==> src/hdl/pst_pkg.sv <==
// pst_pkg: constants, command codes and carrier types of the status and
// telemetry bank.
// assumes: one 250 MHz clock; all users refer to names as pst_pkg::name.
package pst_pkg;

   // ************************************************************
   // command codes answered by the bank
   // ************************************************************
   localparam logic [7:0] CMD_CLEAR_FAULTS      = 8'h03;
   localparam logic [7:0] CMD_SUMMARY_BYTE      = 8'h78;
   localparam logic [7:0] CMD_SUMMARY_WORD      = 8'h79;
   localparam logic [7:0] CMD_OUTPUT_VOLTAGE_ST = 8'h7a;
   localparam logic [7:0] CMD_OUTPUT_CURRENT_ST = 8'h7b;
   localparam logic [7:0] CMD_INPUT_ST          = 8'h7c;
   localparam logic [7:0] CMD_TEMPERATURE_ST    = 8'h7d;
   localparam logic [7:0] CMD_COMM_LOGIC_ST     = 8'h7e;
   localparam logic [7:0] CMD_VENDOR_FAULT_ST   = 8'h80;
   localparam logic [7:0] CMD_INPUT_VOLTAGE_RD  = 8'h88;
   localparam logic [7:0] CMD_OUTPUT_VOLTAGE_RD = 8'h8b;
   localparam logic [7:0] CMD_OUTPUT_CURRENT_RD = 8'h8c;
   localparam logic [7:0] CMD_JUNCTION_TEMP_RD  = 8'h8d;
   localparam logic [7:0] CMD_DUTY_CYCLE_RD     = 8'h94;
   localparam logic [7:0] CMD_SWITCH_FREQ_RD    = 8'h95;
   localparam logic [7:0] CMD_PHASE_ONE_RD      = 8'h96;
   localparam logic [7:0] CMD_PHASE_TWO_RD      = 8'h97;

   // ************************************************************
   // reset values and field positions
   // ************************************************************
   localparam logic [7:0]  STATUS_RESET  = 8'h00;
   localparam logic [15:0] TELEM_RESET   = 16'h0000;
   localparam int          BIT_FAULT_HI  = 7;   // ov / oc / ot fault
   localparam int          BIT_WARN_HI   = 6;   // ov / oc-lv / ot warning
   localparam int          BIT_WARN_LO   = 5;   // uv / oc warn / ut warning
   localparam int          BIT_FAULT_LO  = 4;   // uv / uc / ut fault
   localparam int          CML_BAD_CMD   = 7;
   localparam int          CML_BAD_DATA  = 6;
   localparam int          CML_PEC       = 5;
   localparam int          CML_OTHER     = 1;
   localparam int          VEN_AUX_UV_WN = 5;
   localparam int          VEN_AUX_OV_WN = 4;
   localparam int          VEN_SYNC_LOST = 3;
   localparam int          VEN_AUX_UV_FT = 1;
   localparam int          VEN_AUX_OV_FT = 0;
   // warnings sit this many percent inside the fault limits
   localparam logic [16:0] AUX_WARN_DIV  = 17'd10;

   // telemetry slot indices
   localparam int TEL_VIN   = 0;
   localparam int TEL_VOUT  = 1;
   localparam int TEL_IOUT  = 2;
   localparam int TEL_TEMP  = 3;
   localparam int TEL_DUTY  = 4;
   localparam int TEL_FREQ  = 5;
   localparam int TEL_PH1   = 6;
   localparam int TEL_PH2   = 7;
   localparam int TEL_COUNT = 8;

   // ************************************************************
   // carrier types
   // ************************************************************
   typedef struct packed {
      logic       valid;             // one-cycle command strobe
      logic       write;             // 1: host writes, 0: host reads
      logic [7:0] code;              // command code
      logic       pec_error;         // packet error check failed
      logic       data_error;        // supported command, bad data
      logic       claimed_elsewhere; // another bank serves this code
   } pst_cmd_type;

   typedef struct packed {
      logic        valid;            // one-cycle answer strobe
      logic        two_bytes;        // 1: word read, 0: byte read
      logic [15:0] data;             // byte reads use bits 7:0
   } pst_rsp_type;

   // per status byte: {fault_hi, warn_hi, warn_lo, fault_lo} event pulses
   typedef struct packed {
      logic [3:0] vout;
      logic [3:0] iout;
      logic [3:0] vin;
      logic [3:0] temp;
      logic       sync_lost;
   } pst_fault_events_type;

   typedef struct packed {
      logic [7:0]              vout_st;
      logic [7:0]              iout_st;
      logic [7:0]              input_st;
      logic [7:0]              temp_st;
      logic [7:0]              cml_st;
      logic [7:0]              vendor_st;
      logic [TEL_COUNT-1:0][15:0] telem;
      pst_rsp_type             rsp;
      logic [15:0]             summary;
   } pst_state_type;

endpackage : pst_pkg

==> src/hdl/pst_bank.sv <==
// pst_bank: latched status bytes, summary word and telemetry readings of a
// step-down power module, answered per command code.
// assumes: a bus protocol engine on the same clock decodes frames into
// one-cycle command strobes; monitors deliver one-cycle event pulses and
// sample strobes on the same clock.
//
// Behaviour
// output voltage byte: ov fault 7, ov warn 6, uv warn 5, uv fault 4.
// output current byte: oc 7, oc-low-voltage 6, oc warn 5, uc 4.
// input byte: ov fault 7, ov warn 6, uv warn 5, uv fault 4.
// temperature byte: ot fault 7, ot warn 6, ut warn 5, ut fault 4.
// comm byte bit 7 set on invalid or unsupported command code.
// comm byte bit 6 set on supported command with bad data.
// comm byte bit 5 set on packet error check failure.
// comm byte bit 1 set on write to read-only or other comm fault; the code sets it only on writes to mapped codes.
// vendor byte bit 3 set on loss of external clock sync.
// vendor bit 1 aux below low limit, bit 0 above high limit.
// vendor bits 5 and 4: aux warnings ten percent inside limits.
// status registers are single bytes, read-only, zero after reset.
// input voltage reading: two bytes, read-only, linear-11 volts.
// output voltage reading: two bytes, read-only, unsigned linear-16 volts.
// output current reading: two bytes, read-only, linear-11 amperes.
// junction temperature reading: two bytes, linear-11 degrees Celsius.
// duty cycle reading: two bytes, percent, measured while output enabled.
// frequency reading: two bytes, kilohertz, measured while output enabled.
// phase one current reading: two bytes, linear-11 amperes.
// phase two current reading: two bytes, linear-11 amperes.
// summary word low byte equals summary byte pointing at detail registers.
// status bits latch until clear-faults; bytes for status, words for telemetry.
// reserved and unused status bits read zero.
`timescale 1ns/100ps
`default_nettype none

module pst_bank
(
   input  wire logic                          clock,
   input  wire logic                          rst_n,
   // command port from the protocol engine
   input  wire pst_pkg::pst_cmd_type          cmd,
   output var  pst_pkg::pst_rsp_type          rsp,
   // fault and warning event pulses from the monitors
   input  wire pst_pkg::pst_fault_events_type events,
   input  wire logic                          busy_fault,
   input  wire logic                          unit_off,
   // aux voltage monitor sample and its programmed fault limits
   input  wire logic                          aux_sample_valid,
   input  wire logic [15:0]                   aux_voltage_monitor,
   input  wire logic [15:0]                   aux_monitor_low_limit,
   input  wire logic [15:0]                   aux_monitor_high_limit,
   // telemetry samples, already in their bus formats
   input  wire logic                          output_enabled,
   input  wire logic [pst_pkg::TEL_COUNT-1:0] telem_valid,
   input  wire logic [pst_pkg::TEL_COUNT-1:0][15:0] telem_data,
   // summary word, for the fault-status pin logic
   output var  logic [15:0]                   summary_word
);

   // ************************************************************
   // state
   // ************************************************************
   pst_pkg::pst_state_type state_reg;
   pst_pkg::pst_state_type state_next;

   // warning thresholds, one bit wider so the sums cannot wrap
   logic [16:0] aux_low_warn;
   logic [16:0] aux_high_warn;
   logic [16:0] aux_sample_w;
   logic        cmd_mapped;

   // ************************************************************
   // decoding
   // ************************************************************

   // true for every code this bank answers
   function automatic logic is_mapped(input logic [7:0] code);
      logic hit;
      hit = 1'b0;
      if (code == pst_pkg::CMD_SUMMARY_BYTE)
         hit = 1'b1;
      else if (code == pst_pkg::CMD_SUMMARY_WORD)
         hit = 1'b1;
      else if (code >= pst_pkg::CMD_OUTPUT_VOLTAGE_ST && code <= pst_pkg::CMD_COMM_LOGIC_ST)
         hit = 1'b1;
      else if (code == pst_pkg::CMD_VENDOR_FAULT_ST)
         hit = 1'b1;
      else if (code == pst_pkg::CMD_INPUT_VOLTAGE_RD)
         hit = 1'b1;
      else if (code >= pst_pkg::CMD_OUTPUT_VOLTAGE_RD && code <= pst_pkg::CMD_JUNCTION_TEMP_RD)
         hit = 1'b1;
      else if (code >= pst_pkg::CMD_DUTY_CYCLE_RD && code <= pst_pkg::CMD_PHASE_TWO_RD)
         hit = 1'b1;
      return hit;
   endfunction : is_mapped

   // answer of a read, from the current register contents
   function automatic pst_pkg::pst_rsp_type read_answer(input pst_pkg::pst_state_type s,
                                                       input logic [7:0] code);
      pst_pkg::pst_rsp_type r;
      r = '0;
      r.valid = 1'b1;
      // byte reads for status, a word read for the summary word
      if (code == pst_pkg::CMD_SUMMARY_BYTE)
         r.data = {8'h00, s.summary[7:0]};
      else if (code == pst_pkg::CMD_SUMMARY_WORD)
      begin
         r.two_bytes = 1'b1;
         r.data      = s.summary;
      end
      else if (code == pst_pkg::CMD_OUTPUT_VOLTAGE_ST)
         r.data = {8'h00, s.vout_st};
      else if (code == pst_pkg::CMD_OUTPUT_CURRENT_ST)
         r.data = {8'h00, s.iout_st};
      else if (code == pst_pkg::CMD_INPUT_ST)
         r.data = {8'h00, s.input_st};
      else if (code == pst_pkg::CMD_TEMPERATURE_ST)
         r.data = {8'h00, s.temp_st};
      else if (code == pst_pkg::CMD_COMM_LOGIC_ST)
         r.data = {8'h00, s.cml_st};
      else if (code == pst_pkg::CMD_VENDOR_FAULT_ST)
         r.data = {8'h00, s.vendor_st};
      else
      begin
         // word reads for telemetry
         r.two_bytes = 1'b1;
         if (code == pst_pkg::CMD_INPUT_VOLTAGE_RD)
            r.data = s.telem[pst_pkg::TEL_VIN];
         else if (code == pst_pkg::CMD_OUTPUT_VOLTAGE_RD)
            r.data = s.telem[pst_pkg::TEL_VOUT];
         else if (code == pst_pkg::CMD_OUTPUT_CURRENT_RD)
            r.data = s.telem[pst_pkg::TEL_IOUT];
         else if (code == pst_pkg::CMD_JUNCTION_TEMP_RD)
            r.data = s.telem[pst_pkg::TEL_TEMP];
         // duty and frequency words
         else if (code == pst_pkg::CMD_DUTY_CYCLE_RD)
            r.data = s.telem[pst_pkg::TEL_DUTY];
         else if (code == pst_pkg::CMD_SWITCH_FREQ_RD)
            r.data = s.telem[pst_pkg::TEL_FREQ];
         // per-phase currents
         else if (code == pst_pkg::CMD_PHASE_ONE_RD)
            r.data = s.telem[pst_pkg::TEL_PH1];
         else if (code == pst_pkg::CMD_PHASE_TWO_RD)
            r.data = s.telem[pst_pkg::TEL_PH2];
         else
         begin
            // unmapped: empty byte answer, comm fault is flagged elsewhere
            r.two_bytes = 1'b0;
            r.data      = 16'h0000;
         end
      end
      return r;
   endfunction : read_answer

   // ************************************************************
   // aux monitor thresholds
   // ************************************************************

   // warnings ten percent inside the limits; integer division
   // truncates, so a warning may trip one code later than its exact point
   assign aux_sample_w  = {1'b0, aux_voltage_monitor};
   assign aux_low_warn  = {1'b0, aux_monitor_low_limit}
                        + ({1'b0, aux_monitor_low_limit} / pst_pkg::AUX_WARN_DIV);
   assign aux_high_warn = {1'b0, aux_monitor_high_limit}
                        - ({1'b0, aux_monitor_high_limit} / pst_pkg::AUX_WARN_DIV);
   assign cmd_mapped    = is_mapped(cmd.code);

   // ************************************************************
   // next state
   // ************************************************************

   // the clear is applied first and events ORed in after it, so an event
   // in the clearing cycle survives
   always_comb
   begin
      logic clear;
      logic [7:0] ev_vout;
      logic [7:0] ev_iout;
      logic [7:0] ev_input;
      logic [7:0] ev_temp;
      logic [7:0] ev_cml;
      logic [7:0] ev_vendor;
      state_next = state_reg;
      clear      = cmd.valid && cmd.write && (cmd.code == pst_pkg::CMD_CLEAR_FAULTS)
                   && !cmd.pec_error;

      // output voltage fault and warning bits
      ev_vout  = {events.vout, 4'h0};
      // output current bits
      ev_iout  = {events.iout, 4'h0};
      // input bits
      ev_input = {events.vin, 4'h0};
      // temperature bits
      ev_temp  = {events.temp, 4'h0};

      ev_cml = 8'h00;
      if (cmd.valid)
      begin
         // unknown command code
         if (!cmd_mapped && !cmd.claimed_elsewhere && cmd.code != pst_pkg::CMD_CLEAR_FAULTS)
            ev_cml[pst_pkg::CML_BAD_CMD] = 1'b1;
         // bad data on a supported command
         if (cmd.data_error)
            ev_cml[pst_pkg::CML_BAD_DATA] = 1'b1;
         // packet error check failure
         if (cmd.pec_error)
            ev_cml[pst_pkg::CML_PEC] = 1'b1;
         // write to a read-only code
         if (cmd.write && cmd_mapped)
            ev_cml[pst_pkg::CML_OTHER] = 1'b1;
      end

      ev_vendor = 8'h00;
      // external clock sync lost
      ev_vendor[pst_pkg::VEN_SYNC_LOST] = events.sync_lost;
      if (aux_sample_valid)
      begin
         // aux fault limits
         ev_vendor[pst_pkg::VEN_AUX_UV_FT] = aux_voltage_monitor < aux_monitor_low_limit;
         ev_vendor[pst_pkg::VEN_AUX_OV_FT] = aux_voltage_monitor > aux_monitor_high_limit;
         // aux warning thresholds
         ev_vendor[pst_pkg::VEN_AUX_UV_WN] = aux_sample_w < aux_low_warn;
         ev_vendor[pst_pkg::VEN_AUX_OV_WN] = aux_sample_w > aux_high_warn;
      end

      // latch until clear-faults, set wins
      if (clear)
      begin
         state_next.vout_st   = pst_pkg::STATUS_RESET;
         state_next.iout_st   = pst_pkg::STATUS_RESET;
         state_next.input_st  = pst_pkg::STATUS_RESET;
         state_next.temp_st   = pst_pkg::STATUS_RESET;
         state_next.cml_st    = pst_pkg::STATUS_RESET;
         state_next.vendor_st = pst_pkg::STATUS_RESET;
      end
      // only defined bits can ever be set
      state_next.vout_st   = state_next.vout_st   | (ev_vout   & 8'hf0);
      state_next.iout_st   = state_next.iout_st   | (ev_iout   & 8'hf0);
      state_next.input_st  = state_next.input_st  | (ev_input  & 8'hf0);
      state_next.temp_st   = state_next.temp_st   | (ev_temp   & 8'hf0);
      state_next.cml_st    = state_next.cml_st    | (ev_cml    & 8'he2);
      state_next.vendor_st = state_next.vendor_st | (ev_vendor & 8'h3b);

      // telemetry refresh on sample strobe
      for (int i = 0; i < pst_pkg::TEL_COUNT; i++)
      begin
         // duty and frequency held while output is off
         if (telem_valid[i] && (output_enabled || (i != pst_pkg::TEL_DUTY && i != pst_pkg::TEL_FREQ)))
            state_next.telem[i] = telem_data[i];
      end

      // summary word from the latched detail bytes and the busy_fault and unit_off inputs
      state_next.summary[15] = |state_next.vout_st;
      state_next.summary[14] = |state_next.iout_st;
      state_next.summary[13] = |state_next.input_st;
      state_next.summary[12] = |state_next.vendor_st;
      state_next.summary[11:8] = 4'h0;
      state_next.summary[7]  = busy_fault;
      state_next.summary[6]  = unit_off;
      state_next.summary[5]  = state_next.vout_st[pst_pkg::BIT_FAULT_HI];
      state_next.summary[4]  = state_next.iout_st[pst_pkg::BIT_FAULT_HI];
      state_next.summary[3]  = state_next.input_st[pst_pkg::BIT_FAULT_LO];
      state_next.summary[2]  = |state_next.temp_st;
      state_next.summary[1]  = |state_next.cml_st;
      state_next.summary[0]  = 1'b0;

      // reads answer from the registers; writes get no answer
      state_next.rsp = '0;
      if (cmd.valid && !cmd.write)
         state_next.rsp = read_answer(state_reg, cmd.code);
   end

   // ************************************************************
   // registers
   // ************************************************************

   // all status bytes zero after reset
   always_ff @(posedge clock)
   begin
      if (!rst_n)
      begin
         state_reg           <= '0;
         state_reg.vout_st   <= pst_pkg::STATUS_RESET;
         state_reg.iout_st   <= pst_pkg::STATUS_RESET;
         state_reg.input_st  <= pst_pkg::STATUS_RESET;
         state_reg.temp_st   <= pst_pkg::STATUS_RESET;
         state_reg.cml_st    <= pst_pkg::STATUS_RESET;
         state_reg.vendor_st <= pst_pkg::STATUS_RESET;
         state_reg.telem     <= {pst_pkg::TEL_COUNT{pst_pkg::TELEM_RESET}};
      end
      else
         state_reg <= state_next;
   end

   assign rsp          = state_reg.rsp;     // straight from flip-flops
   assign summary_word = state_reg.summary;

endmodule : pst_bank

`default_nettype wire

==> config.mk <==
export PLATFORM = sky130hd
export DESIGN_NAME = pst_bank
export DESIGN_NICKNAME = d
export VERILOG_FILES = /design/src/hdl/pst_pkg.sv /design/src/hdl/pst_bank.sv
export SDC_FILE = /design/constraint.sdc
export NUM_CORES = 1
export LEC_CHECK = 0
export BUFFER_PORTS_ARGS = -buffer_cell sky130_fd_sc_hd__buf_2
export CAP_MARGIN = 30
export CELL_PAD_IN_SITES_DETAIL_PLACEMENT = 1
export CELL_PAD_IN_SITES_GLOBAL_PLACEMENT = 2
export CORE_UTILIZATION = 30
export DETAILED_ROUTE_END_ITERATION = 10
export GPL_TIMING_DRIVEN = 0
export PLACE_DENSITY_LB_ADDON = 0.05
export SYNTH_ARGS = -nofsm -noshare
export SYNTH_HDL_FRONTEND = slang
export SYNTH_SLANG_ARGS = --single-unit
==> constraint.sdc <==
create_clock -name clock -period 7.1 [get_ports clock]
set_input_delay 0.355 -clock clock [delete_from_list [all_inputs] [get_ports clock]]
set_output_delay 0.355 -clock clock [all_outputs]
set_load 0.02 [all_outputs]
Word level (Yosys, flattened, before mapping)
Cells that the tools add are included.
W data, S select, Z words.
{"block": "op_classes", "addsub": 2, "div_mod_pow": 2, "magnitude_cmp": 10, "n_eq_ne": 18, "mux": 48, "bitwise": 8, "n_reduce_logical": 24}
{"op": "$mux W16", "count": 15}
{"op": "$eq A8 B8 Y1 const B", "count": 9}
{"op": "$eq A8 B7 Y1 const B", "count": 7}
{"op": "$mux W48", "count": 1}
{"op": "$reduce_or A8 Y1", "count": 6}
{"op": "$or A8 B8 Y8", "count": 5}
{"op": "$div A16 B4 Y17 const B", "count": 2}
{"op": "$mux W1", "count": 27}
{"op": "$mux W18", "count": 1}
{"op": "$add A16 B17 Y17", "count": 1}
{"op": "$gt A16 B17 Y1", "count": 1}
{"op": "$lt A16 B17 Y1", "count": 1}
{"op": "$mux W17", "count": 1}
{"op": "$sub A16 B17 Y17", "count": 1}
{"op": "$ge A8 B8 Y1 const B", "count": 2}
{"op": "$gt A16 B16 Y1", "count": 1}
{"op": "$le A8 B8 Y1 const B", "count": 2}
{"op": "$lt A16 B16 Y1", "count": 1}
{"op": "$logic_and A1 B1 Y1", "count": 12}
{"op": "$eq A8 B2 Y1 const B", "count": 1}
{"op": "$ge A8 B7 Y1 const B", "count": 1}
{"op": "$le A8 B7 Y1 const B", "count": 1}
{"op": "$ne A8 B2 Y1 const B", "count": 1}
{"op": "$or A8 B6 Y8", "count": 1}
{"op": "other kinds (6)", "count": 11}
{"block": "totals", "regBits": 210, "input_bits": 220, "output_inout_bits": 34, "word_cells": 132}

Logic depth before layout (Yosys ltp)
{"block": "logic_depth", "ltp_word": 18, "depth_mapped": 45, "ltp_nobuf": 41}

Worst setup path after synthesis
OpenSTA, ideal clock, no wires.
{"block": "synth_path", "kind": "input to register", "startpoint": "input aux_monitor_low_limit[11]", "endpoint": "register state_reg (netlist bit summary_word[12])", "setup_ns": 0.143, "arrival_ns": 7.299, "required_time_ns": 6.957, "path_slack_ns": -0.341, "cell_stages": 45, "n_path_buf": 4, "path_cell_list": "buf_2 > buf_2 > nor2b_1 > a32oi_1 > nand4_2 > a21o_1 > buf_6 > o21ai_0 > a21boi_1 > a211o_1 > buf_4 > o21ai_0 > o311a_4 > or2_1 > a221oi_2 > a221oi_4 > mux2i_1 > a21oi_1 > [... 9 more ...] > a21oi_1 > o21ai_0 > a21oi_1 > o21ai_0 > a21oi_1 > o21bai_1 > nand2_1 > a21oi_1 > xnor2_1 > ha_1 > a21o_1 > nand2_1 > nand3b_1 > a31oi_1 > a21oi_1 > o21ai_0 > a211oi_1 > a41oi_1"}
{"block": "synth_via", "elab_chain_cells": 6, "elab_cells_between_ends": 8, "cone_classes": "add/sub: 1; div: 1; order compare: 2; mux: 2; bitwise: 1; reduce/logical: 1"}
{"element": "start, declared", "line": "pst_bank.sv:48", "text": "input wire logic [15:0] aux_monitor_low_limit,"}
{"element": "$div A16 B4 Y17", "line": "pst_bank.sv:161", "text": "+ ({1'b0, aux_monitor_low_limit} / pst_pkg::AUX_WARN_DIV);"}
{"element": "$add A16 B17 Y17", "line": "pst_bank.sv:161"}
{"element": "$lt A16 B17 Y1", "line": "pst_bank.sv:220", "text": "ev_vendor[pst_pkg::VEN_AUX_UV_WN] = aux_sample_w < aux_low_warn;"}
{"element": "$mux W2", "line": "pst_bank.sv:214", "text": "if (aux_sample_valid)"}
{"element": "$or A8 B6 Y8 *", "line": "pst_bank.sv:240", "text": "state_next.vendor_st = state_next.vendor_st | (ev_vendor & 8'h3b);"}
{"element": "$reduce_or A8 Y1 *", "line": "pst_bank.sv:254", "text": "state_next.summary[12] = |state_next.vendor_st;"}
{"element": "end signal, assigned", "line": "pst_bank.sv:290", "text": "state_reg <= state_next;"}
{"element": "end, declared", "line": "pst_bank.sv:61", "text": "pst_pkg::pst_state_type state_reg;"}
Every way passes the cells marked *; elsewhere a longest branch is shown, timed or not.
A chain may end at the register's enable or synchronous reset.

Final worst setup path
{"block": "layout_path", "startpoint": "input aux_monitor_low_limit[12]", "endpoint": "register state_reg (netlist bit summary_word[12])"}
The elaborated chain is that of the path after synthesis.

==> results by group <==
Routing
  – Post-route ant nets: 0
  – Routed WL: between 50000 and 60000 µm
  – Drt pass-1 iters: 5
  – Initial DRC count: around 640
  – Via/cell ratio: around 5.3
  – Vias: between 10000 and 15000
  – # DRC: 0
  – Routed len/inst: 20.69 µm

Timing
  – Setup TNS: -830.4 ps
  – Final hold vios: 0
  – Worst slew pin tran: approximately 950 ps
  – Final period utilization: 1.053
  – Setup ws final: -376.9 ps
  – Clock Skew: 18.48 ps
  – Fmax: roughly 0.13 GHz
  – Crit path time final: ~7500 ps
  – Max Slew Vio Count: 0
  – Final setup viols: 3
  – Worst Hold Margin: ~43 ps
  – Relative slew slack: 0.3605
  – RSZ-0062 raised after global routing: yes

Floorplan
  – Starting Density: 0.3068
  – Chip Width: 218.4 µm
  – Die height: 218.4 µm
  – IO Count: between 200 and 300
  – Core area: 0.04577 mm²
  – Cell Rows: 78
  – Die area: 0.04768 mm²

Placed design
  – DP Wirelength: roughly 44000 µm
  – RePlAce Congestion: 0.8403
  – Post-placement cell count: 2575
  – Worst slack, placed: -1885 ps
  – Post-Place Cell Area: ~0.016 mm²
  – I/O Buffers: 241

Synth
  – Avg Cell Area, Syn: 8.131 µm²
  – Register area share after synthesis: 0.2880
  – Number of synthesized register bits: 202
  – Synth top area share: 0.2880
  – Yosys cell types: between 100 and 150
  – Ranking of synthesized cells by area: dfxtp_1, ha_1, mux2i_1
  – Commonest register cell after synthesis: dfxtp_1
  – Synth warn: 0
  – EDFF count, synth: 0
  – Cells after Synth: 1727
  – Async SR Flop Fraction: 0
  – Area leader, netlist: dfxtp_1
  – Synthesized cell area: 0.01404 mm²

Pwr
  – Total power draw: 4.047 mW
  – PD cells: about 210 mW/mm²
  – Peak supply drop: about 0.00019 V
  – Leakage: between 8 and 9 nW

Layout
  – Layout cells sized above 1: 0.2956
  – Max reg flops: 174
  – Area of the multi-input gates: a little under 0.01 mm²
  – Final #Nets: between 2000 and 2500
  – Register Area: between 0.004 and 0.005 mm²
  – Design Area, Final: about 0.019 mm²
  – Layout Utilization: 0.4114
  – Layout area overhead: 34.10%
  – Non-filler cells, final: 2755
  – Fill cells: approximately 5500

Clocking
  – CTS Buf Count: 22
  – Clock sink count: ~200
  – CTS max path bufs: 3
  – CTS tree: built
  – H-tree levels: 1
  – CTS Root Cell: clkbuf_16
  – Clk_lat worst skew: ~530 ps
  – Clock Pin Slew Worst Setup and Hold Paths: around 60 ps

GRT
  – Initial antenna violation count: 18
  – GRT Overall Usage: 0.2355
  – Vias in the first global route: roughly 15000
  – First-pass GRT wire length: roughly 88000 µm
  – Pin count of the biggest net entering global routing: 14
  – GR Overflow Total: 0

Critical path
  – R2R setup slack: around 4800 ps
  – Worst path most repeated cell: buf_4
  – Worst-path fanout max: 7
  – Type of origin of the critical path: primary input
  – CP endpoint kind: flip-flop
  – CP Class: in -> reg
  – Worst EP arrival: roughly 8000 ps
  – CP peak stage delay: roughly 380 ps
  – Worst path slowest cell: a2111oi_4
  – Req. time, crit path: roughly 7500 ps

Flow run
  – Maxcap violations: 0

Min path
  – Tightest Hold Check Type: in -> reg

Status
  – Failing checks: negative setup slack
  – Run status: finished with violations
## synth_stat cells, types with 13 or more instances
library cell,instances
nand2_1,142
nand4_1,16
nor2_1,183
nand2b_1,32
o22ai_1,13
a21o_1,30
a221oi_1,19
a31oi_1,14
ha_1,88
dfxtp_1,202
o21ai_0,84
mux2i_1,103
buf_4,42
and3_1,27
or3_1,15
inv_1,63
nand3_1,53
a21oi_1,136
xnor2_1,29
a22oi_1,18
mux4_2,14
o211ai_1,15
nor4_1,16
clkbuf_1,82
nor2b_1,21
nor3_1,33
a211oi_1,14
buf_2,16
## where the power goes
part / internal [mW] / switching (mW) / total [mW]
clock: 0.720 / 0.478 / 1.20
combinational: 0.791 / 0.830 / 1.62
sequential: 1.19 / 0.0386 / 1.23
total: 2.70 / 1.35 / 4.05
## layer usage
metal	up-vias	global-route usage	part of all wire
met5	-	0	0.0020
met2	311	0.4319	0.50
met4	20	0.05641	0.021
li1	7121	-	-
met1	7155	0.2851	0.43
met3	76	0.03410	0.046
## cell families (layout without fill, tap and decap cells)
family | after synthesis | after routing | synth area share
and+or+nand+nor | 590 | 590 | 0.2053
AOI/OAI and AO/OA | 469 | 470 | 0.2315
buffers and inverters | 218 | 631 | 0.07200
other | 1 | 15 | 0.0002671
adders and majority gates | 93 | 93 | 0.08349
xor gates and xnor gates | 34 | 34 | 0.02121
DFF | 202 | 202 | 0.2880
muxes | 120 | 120 | 0.09828
## critical path, delay by kind of cell
family                   cells  cell delay (ps)
buffers and inverters       16             1890
adder cells (fa/ha/maj)      3              890
multiplexers                 1              130
AND/OR/NAND/NOR              6              890
AO/OA/AOI/OAI               22             3750
## cell type report
type / instances / area share
antenna: 10 / 0.001329
buffer: 143 / 0.04538
clock buffer: 35 / 0.03555
clock inverter: 5 / 0.004585
inverter: 71 / 0.01442
multi-input combinational: 1312 / 0.5170
sequential: 202 / 0.2148
tap: 600 / 0.03987
timing repair buffer: 377 / 0.1271
## repair_timing
action | 4_1_cts | 5_1_grt
setup buffers | 113 | 16
pin swaps | 94 | 44
endpoints found under the hold margin | 0 | 0
resized for setup | 164 | 54
cloned | 5 | 0
hold buffers | 0 | 0
setup endpoints to repair | 3 | 3
## placed cells by master (no fill, tap or decap), types with 13 or more instances in the layout
| cell type | n |
|---|---|
| buf_2 | 237 |
| dfxtp_1 | 202 |
| nor2_1 | 179 |
| buf_4 | 164 |
| nand2_1 | 139 |
| a21oi_1 | 118 |
| mux2i_1 | 102 |
| ha_1 | 86 |
| clkbuf_1 | 80 |
| inv_1 | 62 |
| o21ai_0 | 53 |
| nand3_1 | 48 |
| nand2b_1 | 31 |
| a21o_1 | 30 |
| nor3_1 | 29 |
| buf_6 | 26 |
| xnor2_1 | 25 |
| and3_1 | 25 |
| o21ai_1 | 24 |
| clkbuf_16 | 22 |
| a21oi_2 | 18 |
| a221oi_1 | 18 |
| a22oi_1 | 17 |
| nand4_1 | 16 |
| nor4_1 | 16 |
| nor2b_1 | 15 |
| o211ai_1 | 15 |
| mux4_2 | 14 |
| a211oi_1 | 13 |
## worst paths after layout
kind / startpoint / to / cells past startpoint
worst min register to register: state_reg[120] / state_reg[120] / 2
worst max-delay path: aux_monitor_low_limit[12] / summary_word[12] / 48
worst max register to register: state_reg[150] / rsp[4] / 8
worst min-delay path: busy_fault / summary_word[7] / 2
Power figures use the tool's default switching activity.
